File: src/inc/pwb_pkg.sv
// constants, opcode set and decode helpers for the programmed word/byte i/o executor
package pwb_pkg;

	// widths of the data path and the i/o address
	localparam int DATA_W = 16;
	localparam int BYTE_W = 8;
	localparam int ADDR_W = 8;
	localparam int DEV_W = 5;
	localparam int FUNC_W = 3;
	localparam int OP_W = 5;

	// field positions inside the eight-bit i/o address
	localparam int FUNC_LSB = 0;
	localparam int DEV_LSB = FUNC_W;

	// i/o opcodes handled here; code zero means no operation
	typedef enum logic [OP_W-1:0] {
		op_none,
		op_word_in_to_acc,
		op_word_in_and_acc,
		op_word_in_to_index,
		op_word_in_and_index,
		op_word_out_from_acc,
		op_word_out_from_index,
		op_word_out_zero,
		op_cond_word_read_acc,
		op_cond_word_read_and_acc,
		op_cond_word_read_index,
		op_cond_word_read_and_index,
		op_cond_word_write_acc,
		op_cond_word_write_index,
		op_cond_word_write_zero,
		op_byte_in_to_acc,
		op_byte_in_and_acc,
		op_byte_in_to_index,
		op_byte_in_and_index,
		op_cond_byte_read_acc,
		op_cond_byte_read_and_acc,
		op_cond_byte_read_index,
		op_cond_byte_read_and_index
	} pwb_op_t;

	// decoded properties of one opcode
	typedef struct packed {
		logic valid;
		logic cond;
		logic input_op;
		logic index;
		logic byte_op;
		logic mask;
		logic zero;
	} pwb_cls_t;

	// executor states
	typedef enum logic [1:0] {
		ST_IDLE,
		ST_SENSE,
		ST_XFER
	} pwb_state_t;

	// opcode to class: valid, cond, input, index, byte, mask, zero
	function automatic pwb_cls_t op_class(input logic [OP_W-1:0] code);
		pwb_cls_t c;
		c = '0;
		case (pwb_op_t'(code))
			op_word_in_to_acc: c = '{1'h1, 1'h0, 1'h1, 1'h0, 1'h0, 1'h0, 1'h0};
			op_word_in_and_acc: c = '{1'h1, 1'h0, 1'h1, 1'h0, 1'h0, 1'h1, 1'h0};
			op_word_in_to_index: c = '{1'h1, 1'h0, 1'h1, 1'h1, 1'h0, 1'h0, 1'h0};
			op_word_in_and_index: c = '{1'h1, 1'h0, 1'h1, 1'h1, 1'h0, 1'h1, 1'h0};
			op_word_out_from_acc: c = '{1'h1, 1'h0, 1'h0, 1'h0, 1'h0, 1'h0, 1'h0};
			op_word_out_from_index: c = '{1'h1, 1'h0, 1'h0, 1'h1, 1'h0, 1'h0, 1'h0};
			op_word_out_zero: c = '{1'h1, 1'h0, 1'h0, 1'h0, 1'h0, 1'h0, 1'h1};
			op_cond_word_read_acc: c = '{1'h1, 1'h1, 1'h1, 1'h0, 1'h0, 1'h0, 1'h0};
			op_cond_word_read_and_acc: c = '{1'h1, 1'h1, 1'h1, 1'h0, 1'h0, 1'h1, 1'h0};
			op_cond_word_read_index: c = '{1'h1, 1'h1, 1'h1, 1'h1, 1'h0, 1'h0, 1'h0};
			op_cond_word_read_and_index: c = '{1'h1, 1'h1, 1'h1, 1'h1, 1'h0, 1'h1, 1'h0};
			op_cond_word_write_acc: c = '{1'h1, 1'h1, 1'h0, 1'h0, 1'h0, 1'h0, 1'h0};
			op_cond_word_write_index: c = '{1'h1, 1'h1, 1'h0, 1'h1, 1'h0, 1'h0, 1'h0};
			op_cond_word_write_zero: c = '{1'h1, 1'h1, 1'h0, 1'h0, 1'h0, 1'h0, 1'h1};
			op_byte_in_to_acc: c = '{1'h1, 1'h0, 1'h1, 1'h0, 1'h1, 1'h0, 1'h0};
			op_byte_in_and_acc: c = '{1'h1, 1'h0, 1'h1, 1'h0, 1'h1, 1'h1, 1'h0};
			op_byte_in_to_index: c = '{1'h1, 1'h0, 1'h1, 1'h1, 1'h1, 1'h0, 1'h0};
			op_byte_in_and_index: c = '{1'h1, 1'h0, 1'h1, 1'h1, 1'h1, 1'h1, 1'h0};
			op_cond_byte_read_acc: c = '{1'h1, 1'h1, 1'h1, 1'h0, 1'h1, 1'h0, 1'h0};
			op_cond_byte_read_and_acc: c = '{1'h1, 1'h1, 1'h1, 1'h0, 1'h1, 1'h1, 1'h0};
			op_cond_byte_read_index: c = '{1'h1, 1'h1, 1'h1, 1'h1, 1'h1, 1'h0, 1'h0};
			op_cond_byte_read_and_index: c = '{1'h1, 1'h1, 1'h1, 1'h1, 1'h1, 1'h1, 1'h0};
			default: c = '0;
		endcase
		return c;
	endfunction

endpackage

File: src/core/pwb_merge.sv
// input data merge: word load, masked load, byte load into the target register
`timescale 1ns/1ps
module pwb_merge #(
	parameter int DATA_W = pwb_pkg::DATA_W,
	parameter int BYTE_W = pwb_pkg::BYTE_W
) (
	// current target register and bus word
	input wire logic [DATA_W-1:0] reg_val,
	input wire logic [DATA_W-1:0] in_data,
	// transfer kind
	input wire logic narrow,
	input wire logic byte_op,
	input wire logic mask,
	// value to write back
	output logic [DATA_W-1:0] result
);

	logic [DATA_W-1:0] word_raw;
	logic [BYTE_W-1:0] byte_raw;

	// narrow device fills the upper byte with zeros
	assign word_raw = narrow ? {{(DATA_W-BYTE_W){1'h0}}, in_data[BYTE_W-1:0]} : in_data; // RQ6
	// low byte, optionally anded with the old low byte
	assign byte_raw = mask ? (in_data[BYTE_W-1:0] & reg_val[BYTE_W-1:0]) :
		in_data[BYTE_W-1:0]; // RQ18 RQ20

	// byte forms keep the high byte, word forms replace or and the whole word
	always_comb begin
		if (byte_op) begin
			result = {reg_val[DATA_W-1:BYTE_W], byte_raw}; // RQ16 RQ17 RQ19
		end else if (mask) begin
			result = word_raw & reg_val; // RQ9 RQ13
		end else begin
			result = word_raw; // RQ8 RQ12
		end
	end

endmodule

File: src/core/pwb_io_exec.sv
// processor-side executor for programmed word and byte i/o instructions
`timescale 1ns/1ps
// Summary of operation
// [RQ1] software inhibits status for one instruction before clearing pending interrupts by select
// [RQ2] interrupt requests are judged before any bus effect of the instruction; executor judges them on a false sense, with select and sense on the bus
// [RQ3] every word instruction moves sixteen bits in one transfer
// [RQ4] conditional forms repeat sensing on false, transfer and advance on true
// [RQ5] interrupt taken on false sense resumes at the same conditional instruction
// [RQ6] word input from an eight-bit device loads zeros in the upper byte
// [RQ7] eight-bit device ignores the upper byte of an output word
// [RQ8] unconditional word input replaces a or x with the bus word
// [RQ9] unconditional masked word input ands bus word into a or x
// [RQ10] unconditional word output drives full a or x contents, no sense test
// [RQ11] output zero sends an all-zero word
// [RQ12] conditional word read replaces a or x once sense is true
// [RQ13] conditional masked word read ands bus word into a or x on true
// [RQ14] conditional word write sends full a or x after true sense
// [RQ15] conditional write zero sends all zeros after true sense
// [RQ16] byte input writes the low byte and keeps the high byte
// [RQ17] unconditional byte input loads the low half without sense test
// [RQ18] unconditional masked byte input ands into the low byte only
// [RQ19] conditional byte read loads the low half on true, keeps upper half
// [RQ20] conditional masked byte read ands into the low byte on true
// [RQ21] eight-bit i/o address splits into five-bit device and three-bit function
// [RQ22] word or byte width follows the opcode only, never the memory mode flag
// [RQ23] peripheral answers sense in the same cycle and drives data while sampled
module pwb_io_exec #(
	parameter int DATA_W = pwb_pkg::DATA_W,
	parameter int ADDR_W = pwb_pkg::ADDR_W,
	parameter int DEV_W = pwb_pkg::DEV_W,
	parameter int FUNC_W = pwb_pkg::FUNC_W,
	parameter int OP_W = pwb_pkg::OP_W
) (
	// clock and reset
	input wire logic REF_CLK,
	input wire logic RESET,
	// instruction issue from the sequencer
	input wire logic START,
	input wire logic [OP_W-1:0] OPCODE,
	input wire logic [ADDR_W-1:0] IO_ADDR,
	input wire logic [DATA_W-1:0] ACC_IN,
	input wire logic [DATA_W-1:0] INDEX_IN,
	// interrupt state from the sequencer
	input wire logic IRQ_REQ,
	input wire logic INT_INHIBIT,
	// completion and write back
	output logic BUSY,
	output logic DONE,
	output logic DONE_ADVANCE,
	output logic INT_ACK,
	output logic WB_VALID,
	output logic WB_TO_INDEX,
	output logic [DATA_W-1:0] WB_DATA,
	// peripheral i/o bus
	output logic [DEV_W-1:0] IO_DEV_ADDR,
	output logic [FUNC_W-1:0] IO_FUNC,
	output logic IO_SENSE,
	input wire logic IO_SENSE_RESP,
	output logic IO_IN_STROBE,
	input wire logic [DATA_W-1:0] IO_DATA_IN,
	input wire logic IO_NARROW,
	output logic IO_OUT_STROBE,
	output logic [DATA_W-1:0] IO_DATA_OUT
);

	pwb_pkg::pwb_state_t state_q;
	pwb_pkg::pwb_state_t state_d;
	pwb_pkg::pwb_cls_t cls_q;
	pwb_pkg::pwb_cls_t cls_in;
	logic [ADDR_W-1:0] addr_q;
	logic [DATA_W-1:0] src_q;
	logic [DATA_W-1:0] out_q;
	logic [DATA_W-1:0] wb_q;
	logic [DATA_W-1:0] merged;
	logic done_q;
	logic adv_q;
	logic ack_q;
	logic wbv_q;
	logic take;
	logic int_take;
	logic sense_true;
	logic sense_false;

	// decode of the opcode being issued; width comes from the opcode alone
	assign cls_in = pwb_pkg::op_class(OPCODE); // RQ22
	assign take = START && (state_q == pwb_pkg::ST_IDLE);

	// interrupt judged from the request as seen now, in the sense cycle while select and sense are on the bus, before any transfer
	assign int_take = IRQ_REQ && !INT_INHIBIT; // RQ2 RQ1
	// sense answer is taken in the same cycle as the sense strobe
	assign sense_true = (state_q == pwb_pkg::ST_SENSE) && IO_SENSE_RESP; // RQ23
	assign sense_false = (state_q == pwb_pkg::ST_SENSE) && !IO_SENSE_RESP;

	// next state
	always_comb begin
		state_d = state_q;
		unique case (state_q)
			pwb_pkg::ST_IDLE: begin
				if (take && cls_in.valid && cls_in.cond) begin
					state_d = pwb_pkg::ST_SENSE; // RQ4
				end else if (take && cls_in.valid) begin
					state_d = pwb_pkg::ST_XFER; // RQ10 RQ17
				end
			end
			pwb_pkg::ST_SENSE: begin
				if (IO_SENSE_RESP) begin
					state_d = pwb_pkg::ST_XFER; // RQ4
				end else if (int_take) begin
					state_d = pwb_pkg::ST_IDLE; // RQ5
				end else begin
					state_d = pwb_pkg::ST_SENSE; // RQ4
				end
			end
			pwb_pkg::ST_XFER: begin
				state_d = pwb_pkg::ST_IDLE;
			end
			default: begin
				state_d = pwb_pkg::ST_IDLE;
			end
		endcase
	end

	// state register
	always_ff @(posedge REF_CLK) begin
		if (RESET) begin
			state_q <= pwb_pkg::ST_IDLE;
		end else begin
			state_q <= state_d;
		end
	end

	// instruction latch: class, address and the chosen source register
	always_ff @(posedge REF_CLK) begin
		if (RESET) begin
			cls_q <= '0;
			addr_q <= '0;
			src_q <= '0;
		end else if (take) begin
			cls_q <= cls_in;
			addr_q <= IO_ADDR;
			src_q <= cls_in.index ? INDEX_IN : ACC_IN;
		end
	end

	// output word is set up at issue, so it is stable through sense and transfer
	always_ff @(posedge REF_CLK) begin
		if (RESET) begin
			out_q <= '0;
		end else if (take) begin
			if (!cls_in.valid || cls_in.input_op || cls_in.zero) begin
				out_q <= '0; // RQ11 RQ15
			end else begin
				out_q <= cls_in.index ? INDEX_IN : ACC_IN; // RQ3 RQ10 RQ14
			end
		end
	end

	// merge of the bus word into the target register
	pwb_merge #(
		.DATA_W(DATA_W),
		.BYTE_W(pwb_pkg::BYTE_W)
	) u_merge (
		.reg_val(src_q),
		.in_data(IO_DATA_IN),
		.narrow(IO_NARROW),
		.byte_op(cls_q.byte_op),
		.mask(cls_q.mask),
		.result(merged)
	);

	// write-back word captured on the input strobe
	always_ff @(posedge REF_CLK) begin
		if (RESET) begin
			wb_q <= '0;
			wbv_q <= 1'h0;
		end else begin
			wbv_q <= (state_q == pwb_pkg::ST_XFER) && cls_q.input_op;
			if ((state_q == pwb_pkg::ST_XFER) && cls_q.input_op) begin
				wb_q <= merged; // RQ8 RQ9 RQ12 RQ13 RQ16 RQ19
			end
		end
	end

	// completion: done and ack pulse, advance is held until the next completion; an interrupt on false sense finishes without advancing
	always_ff @(posedge REF_CLK) begin
		if (RESET) begin
			done_q <= 1'h0;
			adv_q <= 1'h0;
			ack_q <= 1'h0;
		end else begin
			done_q <= (state_q == pwb_pkg::ST_XFER) || (sense_false && int_take) ||
				(take && !cls_in.valid);
			ack_q <= sense_false && int_take; // RQ5
			if ((state_q == pwb_pkg::ST_XFER) || (take && !cls_in.valid)) begin
				adv_q <= 1'h1; // RQ4
			end else if (sense_false && int_take) begin
				adv_q <= 1'h0; // RQ5
			end
		end
	end

	// bus drive: address fields split, strobes from state
	assign IO_DEV_ADDR = addr_q[pwb_pkg::DEV_LSB +: DEV_W]; // RQ21
	assign IO_FUNC = addr_q[pwb_pkg::FUNC_LSB +: FUNC_W]; // RQ21
	assign IO_SENSE = (state_q == pwb_pkg::ST_SENSE); // RQ4
	assign IO_IN_STROBE = (state_q == pwb_pkg::ST_XFER) && cls_q.input_op;
	assign IO_OUT_STROBE = (state_q == pwb_pkg::ST_XFER) && !cls_q.input_op;
	assign IO_DATA_OUT = out_q; // RQ3

	// sequencer side
	assign BUSY = (state_q != pwb_pkg::ST_IDLE);
	assign DONE = done_q;
	assign DONE_ADVANCE = adv_q;
	assign INT_ACK = ack_q;
	assign WB_VALID = wbv_q;
	assign WB_TO_INDEX = cls_q.index;
	assign WB_DATA = wb_q;

	// sense only on conditional forms
	property p_sense_cond;
		@(posedge REF_CLK) disable iff (RESET) IO_SENSE |-> cls_q.cond;
	endproperty
	a_sense_cond: assert property (p_sense_cond) else $error("sense on unconditional op"); // RQ4

	// false answer with no interrupt repeats the sense
	property p_repeat;
		@(posedge REF_CLK) disable iff (RESET) sense_false && !int_take |=> IO_SENSE && !DONE;
	endproperty
	a_repeat: assert property (p_repeat) else $error("false sense did not repeat"); // RQ4

	// true answer gives one transfer then completion with advance
	property p_true_xfer;
		@(posedge REF_CLK) disable iff (RESET)
			sense_true |=> (IO_IN_STROBE || IO_OUT_STROBE) ##1 (DONE && DONE_ADVANCE);
	endproperty
	a_true_xfer: assert property (p_true_xfer) else $error("true sense not transferred"); // RQ4

	// interrupt on false sense: ack, no advance, no write back
	property p_int_resume;
		@(posedge REF_CLK) disable iff (RESET)
			sense_false && int_take |=> INT_ACK && DONE && !DONE_ADVANCE && !WB_VALID && !BUSY;
	endproperty
	a_int_resume: assert property (p_int_resume) else $error("interrupt resume wrong"); // RQ5

	// unconditional forms go straight to the transfer
	property p_uncond;
		@(posedge REF_CLK) disable iff (RESET)
			take && cls_in.valid && !cls_in.cond |=> !IO_SENSE && (IO_IN_STROBE || IO_OUT_STROBE);
	endproperty
	a_uncond: assert property (p_uncond) else $error("unconditional op sensed"); // RQ10

	// byte input keeps the high byte of the source register
	property p_byte_hi;
		@(posedge REF_CLK) disable iff (RESET)
			IO_IN_STROBE && cls_q.byte_op |=>
			WB_DATA[DATA_W-1:pwb_pkg::BYTE_W] == $past(src_q[DATA_W-1:pwb_pkg::BYTE_W]);
	endproperty
	a_byte_hi: assert property (p_byte_hi) else $error("byte input changed high byte"); // RQ16

	// narrow word input gives a zero high byte
	property p_narrow;
		@(posedge REF_CLK) disable iff (RESET)
			IO_IN_STROBE && !cls_q.byte_op && IO_NARROW |=>
			WB_VALID && (WB_DATA[DATA_W-1:pwb_pkg::BYTE_W] == '0);
	endproperty
	a_narrow: assert property (p_narrow) else $error("narrow input high byte not zero"); // RQ6

	// zero forms put zeros on the bus
	property p_zero_out;
		@(posedge REF_CLK) disable iff (RESET) IO_OUT_STROBE && cls_q.zero |-> IO_DATA_OUT == '0;
	endproperty
	a_zero_out: assert property (p_zero_out) else $error("zero output not zero"); // RQ11

	// register output drives the full source word
	property p_reg_out;
		@(posedge REF_CLK) disable iff (RESET) IO_OUT_STROBE && !cls_q.zero |-> IO_DATA_OUT == src_q;
	endproperty
	a_reg_out: assert property (p_reg_out) else $error("output word not source"); // RQ14

	// plain and masked word inputs
	property p_word_in;
		@(posedge REF_CLK) disable iff (RESET)
			IO_IN_STROBE && !cls_q.byte_op && !IO_NARROW |=>
			WB_DATA == (cls_q.mask ? ($past(IO_DATA_IN) & $past(src_q)) : $past(IO_DATA_IN));
	endproperty
	a_word_in: assert property (p_word_in) else $error("word input result wrong"); // RQ9

	// address fields follow the issued address
	property p_addr;
		@(posedge REF_CLK) disable iff (RESET) take |=> {IO_DEV_ADDR, IO_FUNC} == $past(IO_ADDR);
	endproperty
	a_addr: assert property (p_addr) else $error("address split wrong"); // RQ21

	// one data transfer per instruction, never two cycles in a row
	property p_one_xfer;
		@(posedge REF_CLK) disable iff (RESET)
			IO_IN_STROBE || IO_OUT_STROBE |=> !IO_IN_STROBE && !IO_OUT_STROBE;
	endproperty
	a_one_xfer: assert property (p_one_xfer) else $error("two transfers in a row"); // RQ3

	// a false answer moves no data and writes nothing back
	property p_false_no_xfer;
		@(posedge REF_CLK) disable iff (RESET)
			sense_false |=> !IO_IN_STROBE && !IO_OUT_STROBE && !WB_VALID;
	endproperty
	a_false_no_xfer: assert property (p_false_no_xfer) else $error("false sense moved data"); // RQ4

	// an inhibited request is not acknowledged, the sense goes on
	property p_inhibit;
		@(posedge REF_CLK) disable iff (RESET)
			sense_false && INT_INHIBIT |=> !INT_ACK && IO_SENSE;
	endproperty
	a_inhibit: assert property (p_inhibit) else $error("inhibited request taken"); // RQ2

	// a true answer wins over a pending request in the same cycle
	property p_true_wins;
		@(posedge REF_CLK) disable iff (RESET)
			sense_true && int_take |=> BUSY && !INT_ACK;
	endproperty
	a_true_wins: assert property (p_true_wins) else $error("request beat true sense"); // RQ5

	// byte input low byte is the bus byte, anded with the old low byte when masked
	property p_byte_lo;
		@(posedge REF_CLK) disable iff (RESET)
			IO_IN_STROBE && cls_q.byte_op |=> WB_DATA[pwb_pkg::BYTE_W-1:0] ==
			($past(IO_DATA_IN[pwb_pkg::BYTE_W-1:0]) &
			($past(cls_q.mask) ? $past(src_q[pwb_pkg::BYTE_W-1:0]) : '1));
	endproperty
	a_byte_lo: assert property (p_byte_lo) else $error("byte input low byte wrong"); // RQ18

	// narrow plain word input keeps the low byte from the bus
	property p_narrow_lo;
		@(posedge REF_CLK) disable iff (RESET)
			IO_IN_STROBE && !cls_q.byte_op && !cls_q.mask && IO_NARROW |=>
			WB_DATA[pwb_pkg::BYTE_W-1:0] == $past(IO_DATA_IN[pwb_pkg::BYTE_W-1:0]);
	endproperty
	a_narrow_lo: assert property (p_narrow_lo) else $error("narrow input low byte wrong"); // RQ8

	// output word holds still while the sense repeats
	property p_out_hold;
		@(posedge REF_CLK) disable iff (RESET) IO_SENSE |=> $stable(IO_DATA_OUT);
	endproperty
	a_out_hold: assert property (p_out_hold) else $error("output word moved in sense"); // RQ14

	// zero forms load an all-zero output word at issue
	property p_zero_issue;
		@(posedge REF_CLK) disable iff (RESET)
			take && cls_in.zero |=> IO_DATA_OUT == '0;
	endproperty
	a_zero_issue: assert property (p_zero_issue) else $error("zero form word not zero"); // RQ15

	// output forms end without a write back
	property p_out_no_wb;
		@(posedge REF_CLK) disable iff (RESET) IO_OUT_STROBE |=> DONE && !WB_VALID;
	endproperty
	a_out_no_wb: assert property (p_out_no_wb) else $error("output form wrote back"); // RQ10

endmodule

File: config.mk
export PLATFORM = sky130hd
export DESIGN_NAME = pwb_io_exec
export DESIGN_NICKNAME = d
export VERILOG_FILES = /design/src/inc/pwb_pkg.sv /design/src/core/pwb_merge.sv /design/src/core/pwb_io_exec.sv
export SDC_FILE = /design/constraint.sdc
export NUM_CORES = 1
export LEC_CHECK = 0
export ABC_AREA = 1
export BUFFER_PORTS_ARGS = -buffer_cell sky130_fd_sc_hd__buf_2
export CORE_UTILIZATION = 25
export CTS_BUF_LIST = sky130_fd_sc_hd__clkbuf_4 sky130_fd_sc_hd__clkbuf_8
export DETAILED_ROUTE_END_ITERATION = 8
export GPL_ROUTABILITY_DRIVEN = 0
export GPL_TIMING_DRIVEN = 1
export PLACE_DENSITY = 0.56
export SKIP_CTS_REPAIR_TIMING = 1
export SYNTH_ARGS = -nofsm -noshare
export SYNTH_HDL_FRONTEND = slang
export SYNTH_SLANG_ARGS = --single-unit
export TNS_END_PERCENT = 10
File: constraint.sdc
create_clock -name REF_CLK -period 2.1 [get_ports REF_CLK]
set_clock_uncertainty 0.2 [all_clocks]
set_input_delay 0.525 -clock REF_CLK [delete_from_list [all_inputs] [get_ports REF_CLK]]
set_output_delay 0.525 -clock REF_CLK [all_outputs]
set_load 0.03 [all_outputs]
Word level (Yosys, flattened, before mapping)
Memory sizes are Yosys's and may differ from the RTL's.
Index checks and enable logic that the tools add are counted.
{ "op_classes": {"n_eq_ne": 3, "mux": 13, "bitwise": 2, "n_reduce_logical": 21} }
{ "op_table": {"columns": ["op", "n"], "rows": [
  ["2-to-1 mux 16 bit", 5],
  ["AND 16 bit", 1],
  ["logical AND 1 bit", 9],
  ["AND 8 bit", 1],
  ["2-to-1 mux 8 bit", 1],
  ["2-to-1 mux 2 bit", 3],
  ["logical OR 1 bit", 5],
  ["zero test 1 bit", 4],
  ["case mux 2 bit (2 select lines)", 1],
  ["nonzero test 2 bit", 2],
  ["2-to-1 mux 1 bit", 3],
  ["!= test 3 x 1 -> 1 bit, second input constant", 1],
  ["equality test 2 x 1 -> 1 bit, second input constant", 1],
  ["equality test 2 bit, second input constant", 1],
  ["zero test 2 bit", 1]
]} }
{ "totals": {"ff_bits": 66, "mem_bits_ro": 224, "in_bits": 68, "out_inout_bits": 49, "wordCells": 53, "n_memories": 1} }
{ "memory_table": {"columns": ["name", "words", "word_bits", "rd", "rd_ports_with_merged_regs", "wr", "line", "source"], "rows": [
  ["(name not given)", 32, 7, 1, 0, 0, "pwb_pkg.sv:65", "case (pwb_op_t'(code))"]
]} }

Depth between registers and ports, before layout
{ "depth": {"ltp_word": 6, "depth_mapped": 12, "depth_no_buf": 11} }

Modules after synthesis
From an unflattened synthesis, not the netlist that was laid out.
{ "hier_totals": {"hier_cells": 464, "area_unflattened_um2": 3196.8} }
{ "by_module_without_submodules": {"columns": ["module", "n_inst", "cells_per_inst", "area_each_um2", "seq_area_each_um2"], "rows": [
  ["pwb_io_exec", 1, 421, 2980.4, 1321.3],
  ["pwb_merge", 1, 43, 216.5, 0.0]
]} }

Least setup slack after synthesis
OpenSTA, ideal clock, no wires.
{ "synth_timing": {"path_kind": "input to register", "startpoint": "input port OPCODE[0]", "endpoint": "register out_q[10], in the netlist IO_DATA_OUT[10]", "setup_time_ns": 0.070, "t_arrival_ns": 1.684, "required_time_ns": 1.830, "path_slack_ns": 0.146, "stages": 10, "path_buffers": 1, "cell_sequence": "ha_1 or2_1 nand2_1 nand2_1 nand2_2 nand2_2 buf_6 nand2_1 nand4_1 a21oi_1"} }
{ "synth_via": {"elab_chain_cells": 5, "word_cells_on_any_way": 6, "classes_between": "2 x mux; 3 x reduce/logical; 1 x memory"} }
{ "synth_rtl": {"columns": ["item", "line", "source"], "rows": [
  ["from (decl)", "pwb_io_exec.sv:39", "input wire logic [OP_W-1:0] OPCODE,"],
  ["memory read (32 x 7 bit) *", null, null],
  ["zero test 1 bit", "pwb_io_exec.sv:150", "if (!cls_in.valid || cls_in.input_op || cls_in.zero) begin"],
  ["logical OR 1 bit (2 in series)", "pwb_io_exec.sv:150", null],
  ["2-to-1 mux 16 bit *", "pwb_io_exec.sv:150", null],
  ["to (signal assigned)", "pwb_io_exec.sv:153", "out_q <= cls_in.index ? INDEX_IN : ACC_IN;"],
  ["to (decl)", "pwb_io_exec.sv:72", "logic [DATA_W-1:0] out_q;"]
]} }
Mark *: on every way between the ends. The rest lies on a longest branch, timed or not.
A chain may end at the register's enable or synchronous reset.

Final worst setup path
{ "layout_timing": {"startpoint": "register state_q[1]", "endpoint": "output port IO_IN_STROBE"} }
{ "layout_via": {"elab_chain_cells": 2} }
{ "layout_rtl": {"columns": ["item", "line", "source"], "rows": [
  ["from (decl)", "pwb_io_exec.sv:66", "pwb_pkg::pwb_state_t state_q;"],
  ["from (signal assigned)", "pwb_io_exec.sv:126", "state_q <= pwb_pkg::ST_IDLE;"],
  ["from (signal assigned)", "pwb_io_exec.sv:128", "state_q <= state_d;"],
  ["equality test 2 bit", "pwb_io_exec.sv:206", "assign IO_IN_STROBE = (state_q == pwb_pkg::ST_XFER) && cls_q.input_op;"],
  ["logical AND 1 bit", "pwb_io_exec.sv:206", null],
  ["to (decl)", "pwb_io_exec.sv:59", "output logic IO_IN_STROBE,"]
]} }
No other way between the ends.

==> metrics.yaml <==
setup_path:
  r2r-end: "WB_DATA[5]$_SDFFE_PP0P_"
  path_cells: "inv_1 > nor2_1 > inv_2 > nor2_2 > clkbuf_4"
  rr_startpoint: "state_q[1]$_SDFFE_PP0P_"
  cp-start-kind: "register"
  cp_max_fo: 3
  crit_required_ps: 1370
  slowest_delay_ps: 340
  cp-end-kind: "primary output"
  arrival_ps: 1240
  r2r_slack_ps: 420
  cp_top_family: "flip-flops"
  r2r_cells: 9
  crit_buf_inv: 3
  cp_slowest_cell: "dfxtp_1"
  crit_type: "register to primary output"
clock_network:
  numCtsBuffers: 9
  cts_max_path_buffers: 2
  cts_tree: "built"
  clock_sinks: 66
  clk_latency_ps: 350
  ctsHtreeMaxLevel: 3
  clkTransAtPathRegs_ps: 80
  clock-root-buffer: "clkbuf_8"
yosys:
  synth_most_common_cell: "nand2_1"
  netlist.area_leader.share_pct: 42.44
  synthTopCellsByArea: "dfxtp_1, nand2_1, a21oi_1, nand3_1, inv_1"
  ys_seq_area_share_pct: 42.44
  synthArstFlopShare_pct: 0
  synth_edf_count: 0
  synth_top_area_cell: "dfxtp_1"
  yosysWarnings: 0
  synth_common_cells: "nand2_1, dfxtp_1, inv_1, a21oi_1, nand3_1"
  synth_nets: 515
  synthFlopType: "dfxtp_1"
  synth.distinct_cells: 31
  syn_inst: 441
  syn_area_per_cell_um2: 7.059
  synth_area_um2: 3113
  ys_seq_elements: 66
hold_path:
  whs_path_depth: 3
  hp-start: "IO_ADDR[5]"
  hold_class: "input port to register"
  min_to: "addr_q[5]$_SDFFE_PP0P_"
sta:
  slew_viol_final: 0
  hold_violations: 0
  fin_crit_ps: 1968
  rsz0062_at_grt: "no"
  fmax_mhz: 508.1
  setup_violations: 0
  finalSetupTns_ps: 0
  fin_hold_ws_ps: 187.6
  fin_crit_sh_pct: 93.72
  maxSlewHeadroom_pct: 74.29
  tightest_slew_ps: 384.2
routing:
  postRouteWirelength_um: 9434
  first_pass_iters: 4
  viasPerCell: 4.473
  ant_nets: 0
  drt_iter0_drc: 152
  wl_per_cell_um: 12.89
  drc_errors: 0
  via_count: 3274
floorplanning:
  core-area_um2: 12060
  dieWidth_um: 113.6
  io_pins: 117
  die_y_um: 113.6
  initial_core_util_pct: 25.81
  dieArea_um2: 12900
  row_count: 40
placed_design:
  place_hpwl_um: 7022
  postPlaceCellArea_um2: 3924
  port_buffers: 116
power_and_ir_drop:
  power_uw: 3319
  irDropWorstVdd_uv: 322.2
  p_leak_uw: 0.002094
  p_per_area_nw_per_um2: 799.1
global_route:
  grt.overflow.total: 0
  antenna_found_initial: 0
  grt_max_degree: 38
  grt_pass1_wl_um: 14690
  grt_util_all_layers_pct: 14.87
  grt_pass1_vias: 2965
layout:
  fillers: 1331
  nets: 633
  n_antenna_cell: 0
  area_delta_synth_final_pct: 33.44
  drive_above_1_share_pct: 28.72
  final_cell_area_um2: 4154
run:
  drv_cap: 0
status:
  status: "completed"
-- state kept, by name, indices dropped and copies added, names as in the netlist, 2 cells and up --
register / cells
addr_q: 8
cls_q: 3
IO_DATA_OUT: 16
WB_DATA: 16
src_q: 16
state_q: 2
-- through the flow --
stage	util, %	setup WS, ps	std cells
after floorplan	-	146.1	441
after global placement	32.53	-114.9	716
after detailed placement	32.53	-171.9	716
after CTS	34.38	47.41	732
after global routing	34.44	13.01	732
final	34.44	131.9	732
-- power by group --
part           internal, µW  switching (µW)  leakage, µW
Combinational           238             465      0.00144
Sequential             1340            52.3     0.000540
Clock                   710             512     0.000113
Total                  2290            1030      0.00209
-- tightest hold or removal path, delay by kind of cell --
kind	cells	cell delay, ps
buffers and inverters	1	70
and+or+nand+nor	2	110
-- worst max-delay path by stage --
stage	startpoint	to	slack, ps	cells after the start
finish	state_q[1]$_SDFFE_PP0P_	IO_IN_STROBE	130	5
floorplan	OPCODE[0]	IO_DATA_OUT[10]$_SDFFE_PP0P_	150	10
detailed placement	OPCODE[0]	IO_DATA_OUT[11]$_SDFFE_PP0P_	-170	10
global placement	OPCODE[0]	src_q[7]$_SDFFE_PP0P_	-110	10
CTS	state_q[1]$_SDFFE_PP0P_	IO_IN_STROBE	50	5
global route	state_q[1]$_SDFFE_PP0P_	IO_IN_STROBE	10	5
-- per-layer routing --
layer | up-vias | part of all wire (%) | global-route usage (%)
met3 | 11 | 5.7 | 3.560
li1 | 1679 | - | -
met4 | 0 | 1.5 | 6.053
met5 | - | 0 | 0
met1 | 1484 | 49 | 19.65
met2 | 100 | 44 | 23.21
-- cell families (layout without fill, tap and decap cells) --
kind of cell / after synthesis / in the layout / synth area share [%]
simple gates: 197 / 197 / 29.30
buf+inv: 78 / 201 / 10.49
fa+ha+maj: 6 / 6 / 2.412
compound gates: 94 / 94 / 15.35
flops: 66 / 66 / 42.44
-- cells in the final DEF, fill, tap and decap left out --
cell type	count
inv_1	51
a21oi_1	46
nor2_8	1
clkinvlp_4	1
or2_1	1
ha_1	6
nand2_1	92
buf_4	9
clkbuf_8	10
o21ai_1	13
nor2_1	31
nor2_4	2
nand3b_4	1
nand2_4	2
nand2_2	2
nand3_1	43
clkinv_2	2
nor3_1	1
bufinv_16	2
buf_12	3
nand4_1	16
nand3_2	1
nor2_2	2
o211ai_1	2
buf_2	115
o31ai_1	1
or2_2	1
dfxtp_1	66
inv_2	6
nand3b_1	1
clkbuf_4	2
o21ai_0	32
-- cell type report --
type | count | area [µm²] | area share [%]
Clock inverter | 5 | 77.57 | 1.867
Tap cell | 168 | 210.2 | 5.060
Multi-Input combinational cell | 297 | 1475 | 35.51
Sequential cell | 66 | 1321 | 31.81
Clock buffer | 11 | 145.1 | 3.494
Inverter | 57 | 214.0 | 5.151
Timing Repair Buffer | 128 | 710.7 | 17.11
(Power assumes the default switching activity.)
